**src/rtl/sdwt_defines.svh**
```systemverilog
// numeric constants shared by both ends of the dram link
`ifndef SDWT_DEFINES_SVH
`define SDWT_DEFINES_SVH
// ----------------------------------------------------------------
// register offsets (byte addresses)
// ----------------------------------------------------------------
`define SDWT_REG_CTRL   8'h00
`define SDWT_REG_CMD    8'h04
`define SDWT_REG_STAT   8'h08
`define SDWT_CTRL_RST   7'h00
// control register fields
`define SDWT_C_BL       1:0
`define SDWT_C_RTTNOM   2
`define SDWT_C_RTTWR    3
`define SDWT_C_ODT      4
`define SDWT_C_CKSTOP   5
`define SDWT_C_VREF     6
// command register fields
`define SDWT_F_OP       2:0
`define SDWT_F_BA       5:3
`define SDWT_F_ADDR     19:6
`define SDWT_F_SEED     31:24
// status register fields
`define SDWT_S_BUSY     0
`define SDWT_S_SR       1
`define SDWT_S_DLL      2
`define SDWT_S_REFUSED  3
`define SDWT_S_BANKS    15:8
// ----------------------------------------------------------------
// link encodings
// ----------------------------------------------------------------
`define SDWT_BL_FIX8    2'h0
`define SDWT_BL_OTF     2'h1
`define SDWT_BL_FIX4    2'h2
`define SDWT_A_CHOP     12
`define SDWT_A_ALL      10
`define SDWT_MR_FIRST   3'h0
`define SDWT_ZQ_LONG    14'h0400
// link clock divider: one link clock is eight system clocks
`define SDWT_DIV_LAST   3'h7
`define SDWT_HALF_LAST  2'h3
// ----------------------------------------------------------------
// timing, in link clock periods
// ----------------------------------------------------------------
`define SDWT_T_WTR      10'd4
`define SDWT_T_WR       10'd8
`define SDWT_T_RP       10'd5
`define SDWT_T_OTF      10'd2
`define SDWT_T_CKESR    10'd5
`define SDWT_T_CKSRE    10'd5
`define SDWT_T_CKSRX    10'd5
`define SDWT_T_XS       10'd20
`define SDWT_T_XSDLL    10'd64
`define SDWT_T_ZQOPER   10'd32
`define SDWT_T_VREF     10'd512
// write strobe schedule, in half link clocks
`define SDWT_H_PRE      4'h2
`define SDWT_H_DATA     4'h3
`define SDWT_BEATS8     4'h8
`define SDWT_BEATS4     4'h4
// device internal refresh spacing, in system clocks
`define SDWT_SR_REF_GAP 8'hc8
`endif

```
**src/rtl/sdwt_pkg.sv**
```systemverilog
// types and burst decode shared by both ends
`include "sdwt_defines.svh"
package sdwt_pkg;
	// {rasN, casN, weN} with chip select low
	typedef enum logic [2:0] {
		SDWT_CMD_MRS = 3'h0, SDWT_CMD_REF = 3'h1, SDWT_CMD_PRE = 3'h2,
		SDWT_CMD_ACT = 3'h3, SDWT_CMD_WR  = 3'h4, SDWT_CMD_RD  = 3'h5,
		SDWT_CMD_ZQ  = 3'h6, SDWT_CMD_NOP = 3'h7
	} sdwt_cmd_type;
	typedef enum logic [2:0] {
		SDWT_OP_MRS = 3'h0, SDWT_OP_ACT = 3'h1, SDWT_OP_WR  = 3'h2,
		SDWT_OP_RD  = 3'h3, SDWT_OP_PRE = 3'h4, SDWT_OP_SRE = 3'h5,
		SDWT_OP_SRX = 3'h6, SDWT_OP_ZQ  = 3'h7
	} sdwt_op_type;
	typedef enum logic [1:0] {
		SDWT_SR_RUN = 2'h0, SDWT_SR_IN = 2'h1,
		SDWT_SR_STOP = 2'h2, SDWT_SR_WAKE = 2'h3
	} sdwt_sr_type;
	typedef enum logic [1:0] {
		SDWT_CAP_IDLE = 2'h0, SDWT_CAP_PRE = 2'h1, SDWT_CAP_DATA = 2'h2
	} sdwt_cap_type;
	typedef struct packed {
		logic        ck;
		logic        cke;
		logic        csN;
		logic [2:0]  cmd;
		logic [13:0] addr;
		logic [2:0]  ba;
		logic        resetN;
		logic        dqs;
		logic [7:0]  dq;
	} sdwt_pins_type;
	// eight beats for fixed eight, or per-command select with chop bit high
	function automatic logic sdwt_is_eight(input logic [1:0] field,
			input logic chop);
		return (field == `SDWT_BL_FIX8) ||
			((field == `SDWT_BL_OTF) && chop);
	endfunction
endpackage

```
**src/rtl/sdwt_link_if.sv**
```systemverilog
// link between memory controller and dram device
`timescale 1ns/10ps
interface sdwt_link_if;
	logic        ck;
	logic        cke;
	logic        csN;
	logic        rasN;
	logic        casN;
	logic        weN;
	logic [13:0] addr;
	logic [2:0]  ba;
	logic        termination_control_input;
	logic        resetN;
	logic        dqs;
	logic        dqsOe;
	logic [7:0]  dq;
	logic        dqsLine;
	// an undriven strobe reads low
	assign dqsLine = dqsOe & dqs;
	modport ctrl (output ck, cke, csN, rasN, casN, weN, addr, ba, termination_control_input,
		resetN, dqs, dqsOe, dq);
	modport dev (input ck, cke, csN, rasN, casN, weN, addr, ba, termination_control_input,
		resetN, dqsLine, dq);
endinterface

```
**src/rtl/sdwt_controller.sv**
```systemverilog
// memory controller end: apb command port, link sequencing and timing
//
// Overview of operation
// - read waits write-to-read delay after last beat
// - per-command chop counts from full eight-beat slot
// - eight beats for field 00, or 01 with chop bit high
// - field 01, chop bit low: four-beat chop
// - field 10: every burst is four-beat chop
// - precharge waits write recovery after last beat
// - strobe high, low preamble, data, low postamble
// - all-bank bit picks one bank or all
// - read or write only to an activated bank
// - self refresh entry is refresh with enable low
// - device turns loop off in, resets on exit
// - floating reference: first write 512 clocks later
// - entry only with banks idle, no burst running
// - termination input low before entry unless unused
// - clock enable stays low throughout self refresh
// - device ignores all but enable and reset
// - device refreshes internally right after entry
// - stable clock: stay minimum residency before exit
// - stopped clock: entry hold, then exit valid time
// - only no-operation for exit-to-command time
// - long calibration and locked wait before locked commands
// - exit waits counted from first edge enable high
`timescale 1ns/10ps
`include "sdwt_defines.svh"
module sdwt_controller (
	// system
	input  wire logic        clk,
	input  wire logic        srst,
	// apb slave
	input  wire logic        psel,
	input  wire logic        penable,
	input  wire logic        pwrite,
	input  wire logic [7:0]  paddr,
	input  wire logic [31:0] pwdata,
	output logic [31:0]      prdata,
	output logic             pready,
	output logic             pslverr,
	// link
	sdwt_link_if.ctrl        link
);
	import sdwt_pkg::*;
	logic [6:0]         ctrl_q;
	logic [31:0]        cmd_q;
	logic               pend_q;
	logic               refused_q;
	logic [2:0]         ckDiv_q;
	logic               ckRun_q;
	logic [2:0]         cmdCode_q;
	logic               cke_q;
	logic [13:0]        addr_q;
	logic [2:0]         ba_q;
	logic               odt_q;
	logic               resetN_q;
	logic [7:0]         bankOpen_q;
	logic [1:0]         mrField_q;
	sdwt_sr_type        srState_q;
	logic               dllNeed_q;
	logic [9:0]         rp_q, gen_q, xs_q, dll_q, zq_q, vref_q, wtr_q, wr_q;
	logic               bursting_q;
	logic               otf_q;
	logic [3:0]         half_q;
	logic [3:0]         beats_q;
	logic [7:0]         seed_q;
	logic               dqs_q;
	logic               dqsOe_q;
	logic [7:0]         dq_q;
	logic [3:0]         nh;
	logic [31:0]        stat;
	logic               slot, halfLast, busy, srRun, xsDone, dllTimed;
	logic               termEn, ckStop, legal, ready, issue, issueWr;
	logic               apbWr, cmdWr;
	sdwt_op_type        op;
	logic [2:0]         bank;
	logic [13:0]        cAddr;

	function automatic logic [9:0] dec10(input logic [9:0] v);
		return (v == 10'd0) ? v : v - 10'd1;
	endfunction
	function automatic logic regMapped(input logic [7:0] a);
		return (a == `SDWT_REG_CTRL) || (a == `SDWT_REG_CMD) ||
			(a == `SDWT_REG_STAT);
	endfunction

	// ----------------------------------------------------------------
	// link clock divider
	// ----------------------------------------------------------------
	// command pins change at the end of a high phase, so they are settled
	// for a whole half clock before each rising edge
	always_ff @(posedge clk) begin
		if (srst)
			ckDiv_q <= 3'h0;
		else
			ckDiv_q <= ckDiv_q + 3'h1;
	end
	assign slot = (ckDiv_q == `SDWT_DIV_LAST);
	assign halfLast = (ckDiv_q[1:0] == `SDWT_HALF_LAST);

	// ----------------------------------------------------------------
	// apb slave, zero wait states
	// ----------------------------------------------------------------
	assign pready = 1'b1;
	assign pslverr = psel & penable & ~regMapped(paddr);
	assign apbWr = psel & penable & pwrite;
	assign cmdWr = apbWr & (paddr == `SDWT_REG_CMD);
	assign busy = pend_q | bursting_q;

	// read data latched in the setup cycle
	always_ff @(posedge clk) begin
		if (srst) begin
			ctrl_q <= `SDWT_CTRL_RST;
			prdata <= 32'h0;
		end else begin
			if (apbWr && paddr == `SDWT_REG_CTRL)
				ctrl_q <= pwdata[6:0];
			if (psel && !penable) begin
				unique case (paddr)
					`SDWT_REG_CTRL: prdata <= {25'h0, ctrl_q};
					`SDWT_REG_CMD: prdata <= cmd_q;
					`SDWT_REG_STAT: prdata <= stat;
					default: prdata <= 32'h0;
				endcase
			end
		end
	end

	always_comb begin
		stat = 32'h0;
		stat[`SDWT_S_BUSY] = busy;
		stat[`SDWT_S_SR] = ~srRun;
		stat[`SDWT_S_DLL] = ~dllNeed_q & dllTimed;
		stat[`SDWT_S_REFUSED] = refused_q;
		stat[`SDWT_S_BANKS] = bankOpen_q;
	end

	// ----------------------------------------------------------------
	// command checks
	// ----------------------------------------------------------------
	assign op = sdwt_op_type'(cmd_q[`SDWT_F_OP]);
	assign bank = cmd_q[`SDWT_F_BA];
	assign cAddr = cmd_q[`SDWT_F_ADDR];
	assign srRun = (srState_q == SDWT_SR_RUN);
	assign xsDone = (xs_q == 10'd0);
	assign dllTimed = (zq_q == 10'd0) && (dll_q == 10'd0);
	assign termEn = ctrl_q[`SDWT_C_RTTNOM] | ctrl_q[`SDWT_C_RTTWR];
	assign ckStop = ctrl_q[`SDWT_C_CKSTOP];

	// illegal orders are refused, timing waits simply hold the order
	always_comb begin
		legal = 1'b0;
		ready = 1'b0;
		unique case (op)
			SDWT_OP_MRS, SDWT_OP_ZQ: begin
				legal = srRun & ~|bankOpen_q;
				ready = xsDone;
			end
			SDWT_OP_ACT: begin
				legal = srRun & ~bankOpen_q[bank];
				ready = xsDone & (rp_q == 10'd0);
			end
			SDWT_OP_WR: begin
				legal = srRun & bankOpen_q[bank] & ~dllNeed_q;
				ready = xsDone & dllTimed & (vref_q == 10'd0);
			end
			SDWT_OP_RD: begin
				legal = srRun & bankOpen_q[bank] & ~dllNeed_q;
				ready = xsDone & dllTimed & (wtr_q == 10'd0);
			end
			SDWT_OP_PRE: begin
				legal = srRun;
				ready = xsDone & (wr_q == 10'd0);
			end
			SDWT_OP_SRE: begin
				legal = srRun & ~|bankOpen_q & ~bursting_q;
				ready = xsDone & (rp_q == 10'd0) & (wr_q == 10'd0) &
					(~odt_q | ~termEn);
			end
			SDWT_OP_SRX: begin
				legal = ~srRun;
				ready = (srState_q == SDWT_SR_STOP) ||
					(gen_q == 10'd0 && (srState_q == SDWT_SR_WAKE ||
					(srState_q == SDWT_SR_IN && !ckStop)));
			end
		endcase
	end
	assign issue = slot & pend_q & legal & ready;
	assign issueWr = issue & (op == SDWT_OP_WR);

	// ----------------------------------------------------------------
	// sequencer: one command slot per link clock
	// ----------------------------------------------------------------
	always_ff @(posedge clk) begin
		if (srst) begin
			pend_q <= 1'b0;
			cmd_q <= 32'h0;
			refused_q <= 1'b0;
			ckRun_q <= 1'b1;
			cmdCode_q <= SDWT_CMD_NOP;
			cke_q <= 1'b0;
			addr_q <= 14'h0;
			ba_q <= 3'h0;
			odt_q <= 1'b0;
			resetN_q <= 1'b0;
			bankOpen_q <= 8'h00;
			mrField_q <= `SDWT_BL_FIX8;
			srState_q <= SDWT_SR_RUN;
			dllNeed_q <= 1'b0;
			{rp_q, gen_q, xs_q, dll_q, zq_q, vref_q} <= '0;
		end else begin
			resetN_q <= 1'b1;
			cke_q <= cke_q | srRun;
			if (apbWr && paddr == `SDWT_REG_STAT && pwdata[`SDWT_S_REFUSED])
				refused_q <= 1'b0;
			if (cmdWr && !busy) begin
				pend_q <= 1'b1;
				cmd_q <= pwdata;
			end else if (cmdWr) begin
				refused_q <= 1'b1;
			end
			if (slot) begin
				cmdCode_q <= SDWT_CMD_NOP;
				rp_q <= dec10(rp_q);
				gen_q <= dec10(gen_q);
				xs_q <= dec10(xs_q);
				dll_q <= dec10(dll_q);
				zq_q <= dec10(zq_q);
				vref_q <= dec10(vref_q);
				odt_q <= ctrl_q[`SDWT_C_ODT] & srRun & ~dllNeed_q &
					(dll_q == 10'd0) &
					~(pend_q & (op == SDWT_OP_SRE));
				if (srState_q == SDWT_SR_IN && ckStop && gen_q == 10'd0) begin
					ckRun_q <= 1'b0;
					srState_q <= SDWT_SR_STOP;
				end
				if (pend_q && !legal) begin
					pend_q <= 1'b0;
					refused_q <= 1'b1;
				end
			end
			if (issue) begin
				pend_q <= 1'b0;
				ba_q <= bank;
				addr_q <= cAddr;
				unique case (op)
					SDWT_OP_MRS: begin
						cmdCode_q <= SDWT_CMD_MRS;
						ba_q <= `SDWT_MR_FIRST;
						addr_q <= 14'(ctrl_q[`SDWT_C_BL]);
						mrField_q <= ctrl_q[`SDWT_C_BL];
					end
					SDWT_OP_ACT: begin
						cmdCode_q <= SDWT_CMD_ACT;
						bankOpen_q[bank] <= 1'b1;
					end
					SDWT_OP_WR: cmdCode_q <= SDWT_CMD_WR;
					SDWT_OP_RD: cmdCode_q <= SDWT_CMD_RD;
					SDWT_OP_PRE: begin
						cmdCode_q <= SDWT_CMD_PRE;
						rp_q <= `SDWT_T_RP;
						if (cAddr[`SDWT_A_ALL])
							bankOpen_q <= 8'h00;
						else
							bankOpen_q[bank] <= 1'b0;
					end
					SDWT_OP_SRE: begin
						cmdCode_q <= SDWT_CMD_REF;
						cke_q <= 1'b0;
						srState_q <= SDWT_SR_IN;
						gen_q <= ckStop ? `SDWT_T_CKSRE : `SDWT_T_CKESR;
					end
					SDWT_OP_SRX: begin
						if (srState_q == SDWT_SR_STOP) begin
							pend_q <= 1'b1;
							ckRun_q <= 1'b1;
							gen_q <= `SDWT_T_CKSRX;
							srState_q <= SDWT_SR_WAKE;
						end else begin
							cke_q <= 1'b1;
							srState_q <= SDWT_SR_RUN;
							xs_q <= `SDWT_T_XS;
							dll_q <= `SDWT_T_XSDLL;
							dllNeed_q <= 1'b1;
							vref_q <= ctrl_q[`SDWT_C_VREF] ? `SDWT_T_VREF :
								10'd0;
						end
					end
					SDWT_OP_ZQ: begin
						cmdCode_q <= SDWT_CMD_ZQ;
						addr_q <= `SDWT_ZQ_LONG;
						zq_q <= `SDWT_T_ZQOPER;
						dllNeed_q <= 1'b0;
					end
				endcase
			end
		end
	end

	// ----------------------------------------------------------------
	// write strobe and data, in half link clocks
	// ----------------------------------------------------------------
	assign nh = half_q + 4'h1;

	// recovery timers start after the burst; a per-command chop still
	// occupies the whole eight-beat slot
	always_ff @(posedge clk) begin
		if (srst) begin
			bursting_q <= 1'b0;
			{half_q, beats_q, seed_q, dq_q} <= '0;
			{otf_q, dqs_q, dqsOe_q} <= '0;
			{wtr_q, wr_q} <= '0;
		end else begin
			if (slot) begin
				wtr_q <= dec10(wtr_q);
				wr_q <= dec10(wr_q);
			end
			if (halfLast && issueWr) begin
				bursting_q <= 1'b1;
				half_q <= 4'h0;
				dqsOe_q <= 1'b1;
				dqs_q <= 1'b1;
				seed_q <= cmd_q[`SDWT_F_SEED];
				beats_q <= sdwt_is_eight(mrField_q, cAddr[`SDWT_A_CHOP]) ?
					`SDWT_BEATS8 : `SDWT_BEATS4;
				otf_q <= (mrField_q == `SDWT_BL_OTF) & ~cAddr[`SDWT_A_CHOP];
			end else if (halfLast && bursting_q) begin
				half_q <= nh;
				if (nh < `SDWT_H_DATA) begin
					dqs_q <= (nh != `SDWT_H_PRE);
				end else if (nh < `SDWT_H_DATA + beats_q) begin
					dqs_q <= nh[0];
					dq_q <= seed_q + 8'(nh - `SDWT_H_DATA);
				end else if (nh == `SDWT_H_DATA + beats_q) begin
					dqs_q <= 1'b0;
				end else begin
					dqsOe_q <= 1'b0;
					bursting_q <= 1'b0;
					wtr_q <= `SDWT_T_WTR + (otf_q ? `SDWT_T_OTF : 10'd0);
					wr_q <= `SDWT_T_WR + (otf_q ? `SDWT_T_OTF : 10'd0);
				end
			end
		end
	end

	// link pins
	assign link.ck = ckRun_q & ckDiv_q[2];
	assign link.cke = cke_q;
	assign link.csN = 1'b0;
	assign {link.rasN, link.casN, link.weN} = cmdCode_q;
	assign link.addr = addr_q;
	assign link.ba = ba_q;
	assign link.termination_control_input = odt_q;
	assign link.resetN = resetN_q;
	assign link.dqs = dqs_q;
	assign link.dqsOe = dqsOe_q;
	assign link.dq = dq_q;
endmodule

```
**src/flat_wrapper.sv**
```systemverilog
// flat-port wrapper written by rule: the top's interface ports become plain ports
module sdwt_controller_flat import sdwt_pkg::*;
  (clk, srst, psel, penable, pwrite, paddr, pwdata, prdata, pready, pslverr, link_ck, link_cke, link_csN, link_rasN, link_casN, link_weN, link_addr, link_ba, link_termination_control_input, link_resetN, link_dqs, link_dqsOe, link_dq);
  sdwt_link_if link_i ();
  input  wire logic clk;
  input  wire logic srst;
  input  wire logic psel;
  input  wire logic penable;
  input  wire logic pwrite;
  input  wire logic [7:0] paddr;
  input  wire logic [31:0] pwdata;
  output logic [31:0] prdata;
  output logic pready;
  output logic pslverr;
  output wire logic [$bits(link_i.ck)-1:0] link_ck;
  output wire logic [$bits(link_i.cke)-1:0] link_cke;
  output wire logic [$bits(link_i.csN)-1:0] link_csN;
  output wire logic [$bits(link_i.rasN)-1:0] link_rasN;
  output wire logic [$bits(link_i.casN)-1:0] link_casN;
  output wire logic [$bits(link_i.weN)-1:0] link_weN;
  output wire logic [$bits(link_i.addr)-1:0] link_addr;
  output wire logic [$bits(link_i.ba)-1:0] link_ba;
  output wire logic [$bits(link_i.termination_control_input)-1:0] link_termination_control_input;
  output wire logic [$bits(link_i.resetN)-1:0] link_resetN;
  output wire logic [$bits(link_i.dqs)-1:0] link_dqs;
  output wire logic [$bits(link_i.dqsOe)-1:0] link_dqsOe;
  output wire logic [$bits(link_i.dq)-1:0] link_dq;
  assign link_ck = link_i.ck;
  assign link_cke = link_i.cke;
  assign link_csN = link_i.csN;
  assign link_rasN = link_i.rasN;
  assign link_casN = link_i.casN;
  assign link_weN = link_i.weN;
  assign link_addr = link_i.addr;
  assign link_ba = link_i.ba;
  assign link_termination_control_input = link_i.termination_control_input;
  assign link_resetN = link_i.resetN;
  assign link_dqs = link_i.dqs;
  assign link_dqsOe = link_i.dqsOe;
  assign link_dq = link_i.dq;
  sdwt_controller u_core (.clk(clk), .srst(srst), .psel(psel), .penable(penable), .pwrite(pwrite), .paddr(paddr), .pwdata(pwdata), .prdata(prdata), .pready(pready), .pslverr(pslverr), .link(link_i));
endmodule
```
**config.mk**
```make
export PLATFORM = sky130hd
export DESIGN_NAME = sdwt_controller_flat
export DESIGN_NICKNAME = d
export VERILOG_FILES = /design/src/rtl/sdwt_pkg.sv /design/src/rtl/sdwt_link_if.sv /design/src/rtl/sdwt_controller.sv /design/src/flat_wrapper.sv
export VERILOG_INCLUDE_DIRS = /design/src /design/src/rtl
export SDC_FILE = /design/constraint.sdc
export NUM_CORES = 1
export LEC_CHECK = 0
export BUFFER_PORTS_ARGS = -buffer_cell sky130_fd_sc_hd__buf_4
export CAP_MARGIN = 20
export CORE_UTILIZATION = 25
export DETAILED_ROUTE_END_ITERATION = 10
export MAX_ROUTING_LAYER = met4
export SLEW_MARGIN = 30
export SYNTH_ARGS = -nofsm -noshare
export SYNTH_HDL_FRONTEND = slang
export SYNTH_SLANG_ARGS = --single-unit
export TNS_END_PERCENT = 5
```
**constraint.sdc**
```tcl
create_clock -name clk -period 3.55 [get_ports clk]
set_input_delay 0.5325 -clock clk [delete_from_list [all_inputs] [get_ports clk]]
set_output_delay 0.5325 -clock clk [all_outputs]
set_load 0.03 [all_outputs]
```
# [Word level (Yosys, flattened, before mapping)]
# Index checks and enable logic that the tools add are counted.
[word_totals] in_bits=45 output_inout_bits=69 elab_cells=265 register_bits=220
[classes] eq_ne=21 bitwise=46 add_sub_neg=15 n_lt_le_gt_ge=4 reduce_logical=51 n_mux=96
[op_table] cell="10-bit two-way mux" n=42
[op_table] cell="32-bit case mux with 3 select lines" n=1
[op_table] cell="10-bit logical NOT" n=8
[op_table] cell="10-bit by 1-bit subtractor with 10-bit output, second input constant" n=8
[op_table] cell="1-bit two-way mux" n=32
[op_table] cell="1-bit AND" n=28
[op_table] cell="14-bit case mux with 2 select lines" n=1
[op_table] cell="3-bit case mux with 7 select lines" n=1
[op_table] cell="10-bit case mux with 2 select lines" n=1
[op_table] cell="8-bit case mux with 2 select lines" n=1
[op_table] cell="3-bit equality test, second input constant" n=5
[op_table] cell="1-bit logical AND" n=15
[op_table] cell="1-bit NOT" n=11
[op_table] cell="3-bit by 10-bit adder with 10-bit output, first input constant" n=1
[op_table] cell="4-bit by 10-bit adder with 10-bit output, first input constant" n=1
[op_table] cell="2-bit two-way mux" n=5
[op_table] cell="3-bit two-way mux" n=3
[op_table] cell="8-bit adder" n=1
[op_table] cell="8-bit AND" n=1
[op_table] cell="8-bit by 3-bit equality test with 1-bit output, second input constant" n=1
[op_table] cell="8-bit by 4-bit equality test with 1-bit output, second input constant" n=1
[op_table] cell="8-bit logical NOT" n=1
[op_table] cell="8-bit two-way mux" n=1
[op_table] cell="8-bit NOT" n=1
[op_table] cell="36 further kinds" n=62

# [Depth between registers and ports, before layout]
# Gate-level depths: netlist of the first run.
[depth] ltp_word=11 mapped_depth=13

# [Worst setup path after synthesis of the first run]
# Ideal clock, no wire load.
[synth_path] path_kind="register to register" from="register u_core.rp_q[0]" to="register u_core.bankOpen_q[4]" path_buffers=1 setup_time_ns=0.134 path_stages_with_launch=11 arrival_time_ns=2.566 required_ns=3.416 path_slack_ns=0.850 period_less_slack_ns=2.700 cell_sequence="dfxtp_1 inv_1 ha_1 or4b_1 o41ai_1 nand4_1 a21oi_2 o2bb2ai_2 nor4b_4 buf_6 a211oi_1"
[synth_via] elab_chain_cells=7
[synth_lines] item="start, declared" line_no="sdwt_controller.sv:61" source="logic [9:0] rp_q, gen_q, xs_q, dll_q, zq_q, vref_q, wtr_q, wr_q;"
[synth_lines] item="start signal, assigned" line_no="sdwt_controller.sv:224" source="rp_q <= dec10(rp_q);"
[synth_lines] item="start signal, assigned" line_no="sdwt_controller.sv:261" source="rp_q <= `SDWT_T_RP;"
[synth_lines] item="10-bit logical NOT *" line_no="sdwt_controller.sv:161, sdwt_controller.sv:177"
[synth_lines] item="1-bit AND *" line_no="sdwt_controller.sv:161, sdwt_controller.sv:177"
[synth_lines] item="1-bit AND (2 in a row)" line_no="sdwt_controller.sv:177" source="ready = xsDone & (rp_q == 10'd0) & (wr_q == 10'd0) &"
[synth_lines] item="1-bit case mux with 7 select lines *" line_no="sdwt_controller.sv:154" source="unique case (op)"
[synth_lines] item="1-bit AND *" line_no="sdwt_controller.sv:188" source="assign issue = slot & pend_q & legal & ready;"
[synth_lines] item="2-bit AND reduction (no source line) *"
[synth_lines] item="end signal, assigned" line_no="sdwt_controller.sv:206" source="bankOpen_q <= 8'h00;"
[synth_lines] item="end signal, assigned by index" line_no="sdwt_controller.sv:255" source="bankOpen_q[bank] <= 1'b1;"
[synth_lines] item="end signal, assigned" line_no="sdwt_controller.sv:263" source="bankOpen_q <= 8'h00;"
[synth_lines] item="end, declared" line_no="sdwt_controller.sv:57" source="logic [7:0] bankOpen_q;"
# Every way passes the cells marked *; elsewhere a longest branch is shown, timed or not.
# A chain may end at the register's enable or synchronous reset.

# [Worst setup path after layout of the first run]
[layout_path] from="register u_core.cmd_q[5]" to="register u_core.wr_q[1]"
[layout_via] elab_chain_cells=10
[layout_lines] item="start, declared" line_no="sdwt_controller.sv:46" source="logic [31:0] cmd_q;"
[layout_lines] item="start signal, assigned" line_no="sdwt_controller.sv:218" source="cmd_q <= pwdata;"
[layout_lines] item="1-bit binary-select mux with 3-bit select *" line_no="sdwt_controller.sv:160, sdwt_controller.sv:164, sdwt_controller.sv:168"
[layout_lines] item="1-bit two-way mux (implied by the code) *" line_no="sdwt_controller.sv:160, sdwt_controller.sv:164, sdwt_controller.sv:168"
[layout_lines] item="1-bit AND / 1-bit NOT (equally long branches)" line_no="sdwt_controller.sv:164, sdwt_controller.sv:168, sdwt_controller.sv:160"
[layout_lines] item="1-bit AND (on tied branches)" line_no="sdwt_controller.sv:164, sdwt_controller.sv:168, sdwt_controller.sv:160"
[layout_lines] item="1-bit case mux with 6 select lines *" line_no="sdwt_controller.sv:154"
[layout_lines] item="1-bit AND * (2 in a row)" line_no="sdwt_controller.sv:188"
[layout_lines] item="1-bit AND *" line_no="sdwt_controller.sv:189" source="assign issueWr = issue & (op == SDWT_OP_WR);"
[layout_lines] item="1-bit logical AND *" line_no="sdwt_controller.sv:318" source="if (halfLast && issueWr) begin"
[layout_lines] item="10-bit two-way mux *" line_no="sdwt_controller.sv:318"
[layout_lines] item="end signal, assigned" line_no="sdwt_controller.sv:316" source="wr_q <= dec10(wr_q);"
[layout_lines] item="end signal, assigned" line_no="sdwt_controller.sv:340" source="wr_q <= `SDWT_T_WR + (otf_q ? `SDWT_T_OTF : 10'd0);"
[layout_lines] item="end, declared" line_no="sdwt_controller.sv:61"
# Every way passes the cells marked *; elsewhere a longest branch is shown, timed or not. The select of a mux whose other input is x is not followed.

==> results of run 1 <==
## cells in the final DEF (no fill, tap or decap), types with 27 or more instances in the layout
cell and n:
ha_1 27, a21oi_1 124, inv_1 33, nand2_1 166, xnor2_1 45, nor3_1 44, buf_4 139, nand3_1 41
a22oi_1 29, dfxtp_1 218, nor2_1 142
## routing by layer
metal	part of all wire	wire, um	vias to the layer above	global-route usage
met1	0.47	12760	4151	0.1766
met3	0.067	1807	37	0.02967
li1	-	-	4415	-
met4	0.016	427	0	0.03030
met2	0.44	11910	223	0.2093
met5	0	0	-	-
## power by group
part | internal [mW] | total [mW] | switching (mW) | leakage, nW
clock | 1.64 | 2.68 | 1.04 | 0.417
sequential | 2.45 | 2.46 | 0.00379 | 1.76
combinational | 0.0524 | 0.147 | 0.0951 | 2.34
## logic make-up (layout without fill, tap and decap cells)
family,Yosys count,count (layout)
simple gates,502,502
compound gates,259,259
flops,218,218
buf+inv,106,218
xor+xnor,66,66
fa+ha+maj,29,29
mux,27,27
other cells,2,2
## stage by stage
step | util | hold slack [ns] | power, mW
6_report | 0.3142 | 0.2556 | 5.283
4_1_cts | 0.3142 | 0.2364 | 5.338
3_5_place_dp | 0.2922 | 0.4224 | 2.658
3_3_place_gp | 0.2922 | 0.4064 | 2.657
2_1_floorplan | - | 0.3992 | 2.586
5_1_grt | 0.3142 | 0.2470 | 5.479
## area by class of cell
cell class | instances | share of cell area
tap | 518 | 0.05276
timing repair buffer | 140 | 0.08658
sequential | 218 | 0.3553
clock inverter | 14 | 0.01507
multi-input combinational | 885 | 0.4250
clock buffer | 30 | 0.05490
inverter | 34 | 0.01039
## worst max-delay path: stages, from the launching register on
cell      delay [ns]
dfxtp_1         0.70
mux2i_1         0.15
mux4_2          0.51
a311oi_1        0.30
o21ai_0         0.22
o211ai_1        0.22
buf_4           0.25
a21o_1          0.51
o22ai_1         0.13
## how the worst max path moves through the flow
stage / endpoint / slack (ns)
after floorplan: u_core.bankOpen_q[4] / 0.85
after global placement: u_core.wtr_q[1] / 0.48
after detailed placement: u_core.wr_q[1] / 0.41
after CTS: u_core.wr_q[1] / 0.42
after global routing: u_core.wtr_q[1] / 0.18
final: u_core.wr_q[1] / 0.43
==> flow_summary.toml, run 1 <==
[logic_synthesis]
syn_area_per_cell_um2 = 8.273
synth.most_common_cell = "dfxtp_1"
yosysSeqAreaShare = 0.4363
synth-main-ff-cell = "dfxtp_1"
synthCells = 1209
synth_edf_count = 0
synth_top_family_by_area = "simple AND/OR/NAND/NOR gates"
synth_compound_area_frac = 0.1602
yosys.area.top_type = "dfxtp_1"
ys_async_sr_fraction = 0
synth.cell_area_mm2 = 0.01000
ys_seq_elements = 218
synth.area.top_cells = "dfxtp_1, nand2_1, a21oi_1"
syn_nets = 1282
synth-xor-area-share = 0.05779
muxShareOfSynthArea = 0.02865
synth_top_area_frac = 0.4363
synth.distinct_cells = 71
synthTopCellsByCount = "dfxtp_1, nand2_1, nor2_1"
yosys.area_share.simple = 0.2369
yosysWarnings = 0
synthAdderAreaFrac = 0.03678

[timing]
setup_violations = 0
timing.fmax_ghz = 0.3207
fin_crit_sh = 0.8783
rsz0062_at_grt = "no"
finalCriticalPeriod_ns = 3.118
clock-skew-final_ns = 0.01922
finalSetupTns_ns = 0
max-slew-margin-rel = 0.5214
slew_violations = 0
tightest_slew_ns = 0.7155
hold_viol = 0
layout_setup_ws_ns = 0.4320

[grt]
grt_first_pass_wirelength_um = 44640
grt_max_degree = 100
overflow = 0
antenna_found_initial = 0
grt_use_total = 0.1343
grt_pass1_vias = 8659

[drt]
ant_nets = 0
drc = 0
via_per_inst = 4.799
num_vias = 8826
avgRoutedWirePerCell_um = 14.63
routed_wl_um = 26900
first_iter_violations = 538
firstDrtPassIters = 5

[layout]
post-route-cell-area_mm2 = 0.01228
drive_above_1_share = 0.1582
multiInputGateArea_mm2 = 0.005221
regArea_mm2 = 0.004364
fillers = 4193
fin_nets = 1376
areaGrowthSynthToFinish_pct = 22.82
finish.cell_count_without_fillers = 1839
antenna_cells = 0

[cts]
cts-htree-levels = 1
cts_buffers = 24
clk_pin_slew_ns = 0.06
cts_max_path_buffers = 3
cts.sinks = 218
root_buffer = "clkbuf_16"
post-cts-setup-buffer-count = 0
holdBufCountCts = 0
clk-insertion-delay-late_ns = 0.52
cts_resized = 0
cts_tree = "built"

[floorplanning]
die_area_mm2 = 0.04081
io_pins = 114
coreArea_mm2 = 0.03910
die_w_um = 202.0
die_y_um = 202.0
core.rowCount = 72
initial_core_util = 0.2558

[worst_setup_path]
worstPathRequired_ns = 3.93
r2r_cells = 8
crit_path_end_kind = "flip-flop"
path_max_fanout = 18
timing.rr.end = "u_core.wr_q[1]"
reg2reg_from = "u_core.cmd_q[5]"
rrSetupSlack_ns = 0.43
worstPathArrival_ns = 3.50
crit_path_start_kind = "flip-flop"
criticalPathCategory = "flip-flop to flip-flop"
startpoint = "u_core.cmd_q[5]"

[hold_path]
hold_class = "input port to flip-flop"
worst_hold_path.num_cells = 3
hp-start = "pwdata[24]"
hold_end = "u_core.cmd_q[24]"

[placed_design]
place_ws_ns = 0.4108
dp_cells = 1795
port_buffers = 111
gp_congestion = 0.8637
place_area_mm2 = 0.01142
post-dp-hpwl_um = 19020

[run]
maxCapViolations = 0

[run_status]
status = "complete, no violations"

[power]
ir_drop_uv = 267.6
p_leak_nw = 4.513
power_density_mw_per_mm2 = 430.0
(Power assumes the default switching activity.)
==> inputs of run 2 (changes only) <==
--- a/config.mk
+++ b/config.mk
@@ -7,8 +7,9 @@
 export NUM_CORES = 1
 export LEC_CHECK = 0
-export BUFFER_PORTS_ARGS = -buffer_cell sky130_fd_sc_hd__buf_4
 export CAP_MARGIN = 20
 export CORE_UTILIZATION = 25
 export DETAILED_ROUTE_END_ITERATION = 10
+export DONT_BUFFER_PORTS = 1
+export HOLD_SLACK_MARGIN = 0.06
 export MAX_ROUTING_LAYER = met4
 export SLEW_MARGIN = 30
==> constraint.sdc (replaced) <==
create_clock -name clk -period 3.55 [get_ports clk]
set_input_delay 0.355 -clock clk [delete_from_list [all_inputs] [get_ports clk]]
set_output_delay 0.355 -clock clk [all_outputs]
set_load 0.03 [all_outputs]
==> flow_summary.toml, run 2 (synthesized netlist as in run 1, its figures left out) <==
[run_status]
status = "complete, no violations"

[worst_setup_path]
cp.depth = 7
reg2reg_from = "u_core.cmd_q[5]"
cp_top_family = "compound AO/OA/AOI/OAI gates"
cp_cell_sequence = "mux2i_1 -> mux4_2 -> a311oi_1 -> o21ai_0 -> o211ai_1 -> a21o_1 -> o22ai_1"
crit_path_start_kind = "flip-flop"
worst-path-buf-inv = 0
path_max_fanout = 18
criticalPathCategory = "flip-flop to flip-flop"
cp_slowest_cell = "dfxtp_1"
worstPathArrival_ns = 3.47
crit_path_end_kind = "flip-flop"
cpPeakStageDelay_ns = 0.71
worstPathRequired_ns = 3.93
r2r_cells = 7
startpoint = "u_core.cmd_q[5]"

[floorplanning]
die_y_um = 202.0
io_pins = 114
die_area_mm2 = 0.04081
initial_core_util = 0.2558
coreArea_mm2 = 0.03910
die_w_um = 202.0
core.rowCount = 72

[hold_path]
worst_hold_path.num_cells = 1
hp-start = "srst"
hold_class = "input port to flip-flop"

[grt]
overflow = 0
grt_max_degree = 145
grt_use_total = 0.1337
antenna_found_initial = 0
grt_pass1_vias = 8292
grt_first_pass_wirelength_um = 43880

[placed_design]
gp_congestion = 0.8549
place_ws_ns = 0.5009
port_buffers = 0
post-dp-hpwl_um = 18580
dp_cells = 1676
place_area_mm2 = 0.01054

[timing]
max-slew-margin-rel = 0.4375
layout_setup_ws_ns = 0.4636
finalSetupTns_ns = 0
holdWs_ns = 0.07095
tightest_slew_ns = 0.8392
setup_violations = 0
fin_crit_sh = 0.8694
rsz0062_at_grt = "no"
finalCriticalPeriod_ns = 3.086
hold_viol = 0
slew_violations = 0
timing.fmax_ghz = 0.3240
clock-skew-final_ns = 0.008399

[cts]
post-cts-setup-buffer-count = 0
cts_buffers = 24
cts_resized = 0
cts-htree-levels = 1
clk-insertion-delay-late_ns = 0.52
clk_pin_slew_ns = 0.06
cts_max_path_buffers = 3
cts.sinks = 218
root_buffer = "clkbuf_16"
cts_tree = "built"

[layout]
post-route-cell-area_mm2 = 0.01173
areaGrowthSynthToFinish_pct = 17.31
finish.cell_count_without_fillers = 1750
mostFrequentLayoutCell = "dfxtp_1"
fin_nets = 1291
antenna_cells = 0
utilization = 0.3001
fillers = 4143
regArea_mm2 = 0.004364
multiInputGateArea_mm2 = 0.005225
final_cell_mix = "dfxtp_1, nand2_1, nor2_1"
drive_above_1_share = 0.07224

[drt]
num_vias = 8464
firstDrtPassIters = 5
avgRoutedWirePerCell_um = 15.33
first_iter_violations = 537
ant_nets = 0
drc = 0
via_per_inst = 4.837
routed_wl_um = 26840

[power]
power_density_mw_per_mm2 = 442.3
ir_drop_uv = 378.5
power_mw = 5.190
p_leak_nw = 4.048

[run]
maxCapViolations = 0
-- run 2: repair_timing --
action                                 in CTS  in global routing
endpoints found under the hold margin     144                  0
hold buffers                               33                  0
setup endpoints to repair                   0                  0
-- run 2: area by class of cell --
type	count	share of cell area
clock buffers	32	0.05982
well taps	518	0.05524
clock inverters	8	0.01034
flip-flops and latches	218	0.3719
multi-input cells	885	0.4453
inverters	34	0.01088
repair buffers	55	0.04649
-- run 2: where the power goes --
part	total (mW)	switching (mW)	internal, mW
registers	2.46	0.00776	2.45
logic	0.127	0.0819	0.0452
clock network	2.60	1.01	1.60
total	5.19	1.10	4.09
-- run 2: final timing paths --
check / end / slack (ns)
setup / recovery: u_core.wtr_q[1] / 0.46
hold / removal: u_core.link.resetN / 0.07
setup reg to reg: u_core.wtr_q[1] / 0.46
hold reg to reg: u_core.ckDiv_q[0] / 0.42
-- run 2: metal layers --
layer / track usage / part of all wire / wire (um) / vias up
met5: - / 0 / 0 / -
met4: 0.03409 / 0.019 / 514 / 0
met2: 0.2128 / 0.46 / 12260 / 222
met3: 0.03080 / 0.069 / 1863 / 43
met1: 0.1699 / 0.45 / 12200 / 3962
li1: - / - / - / 4237
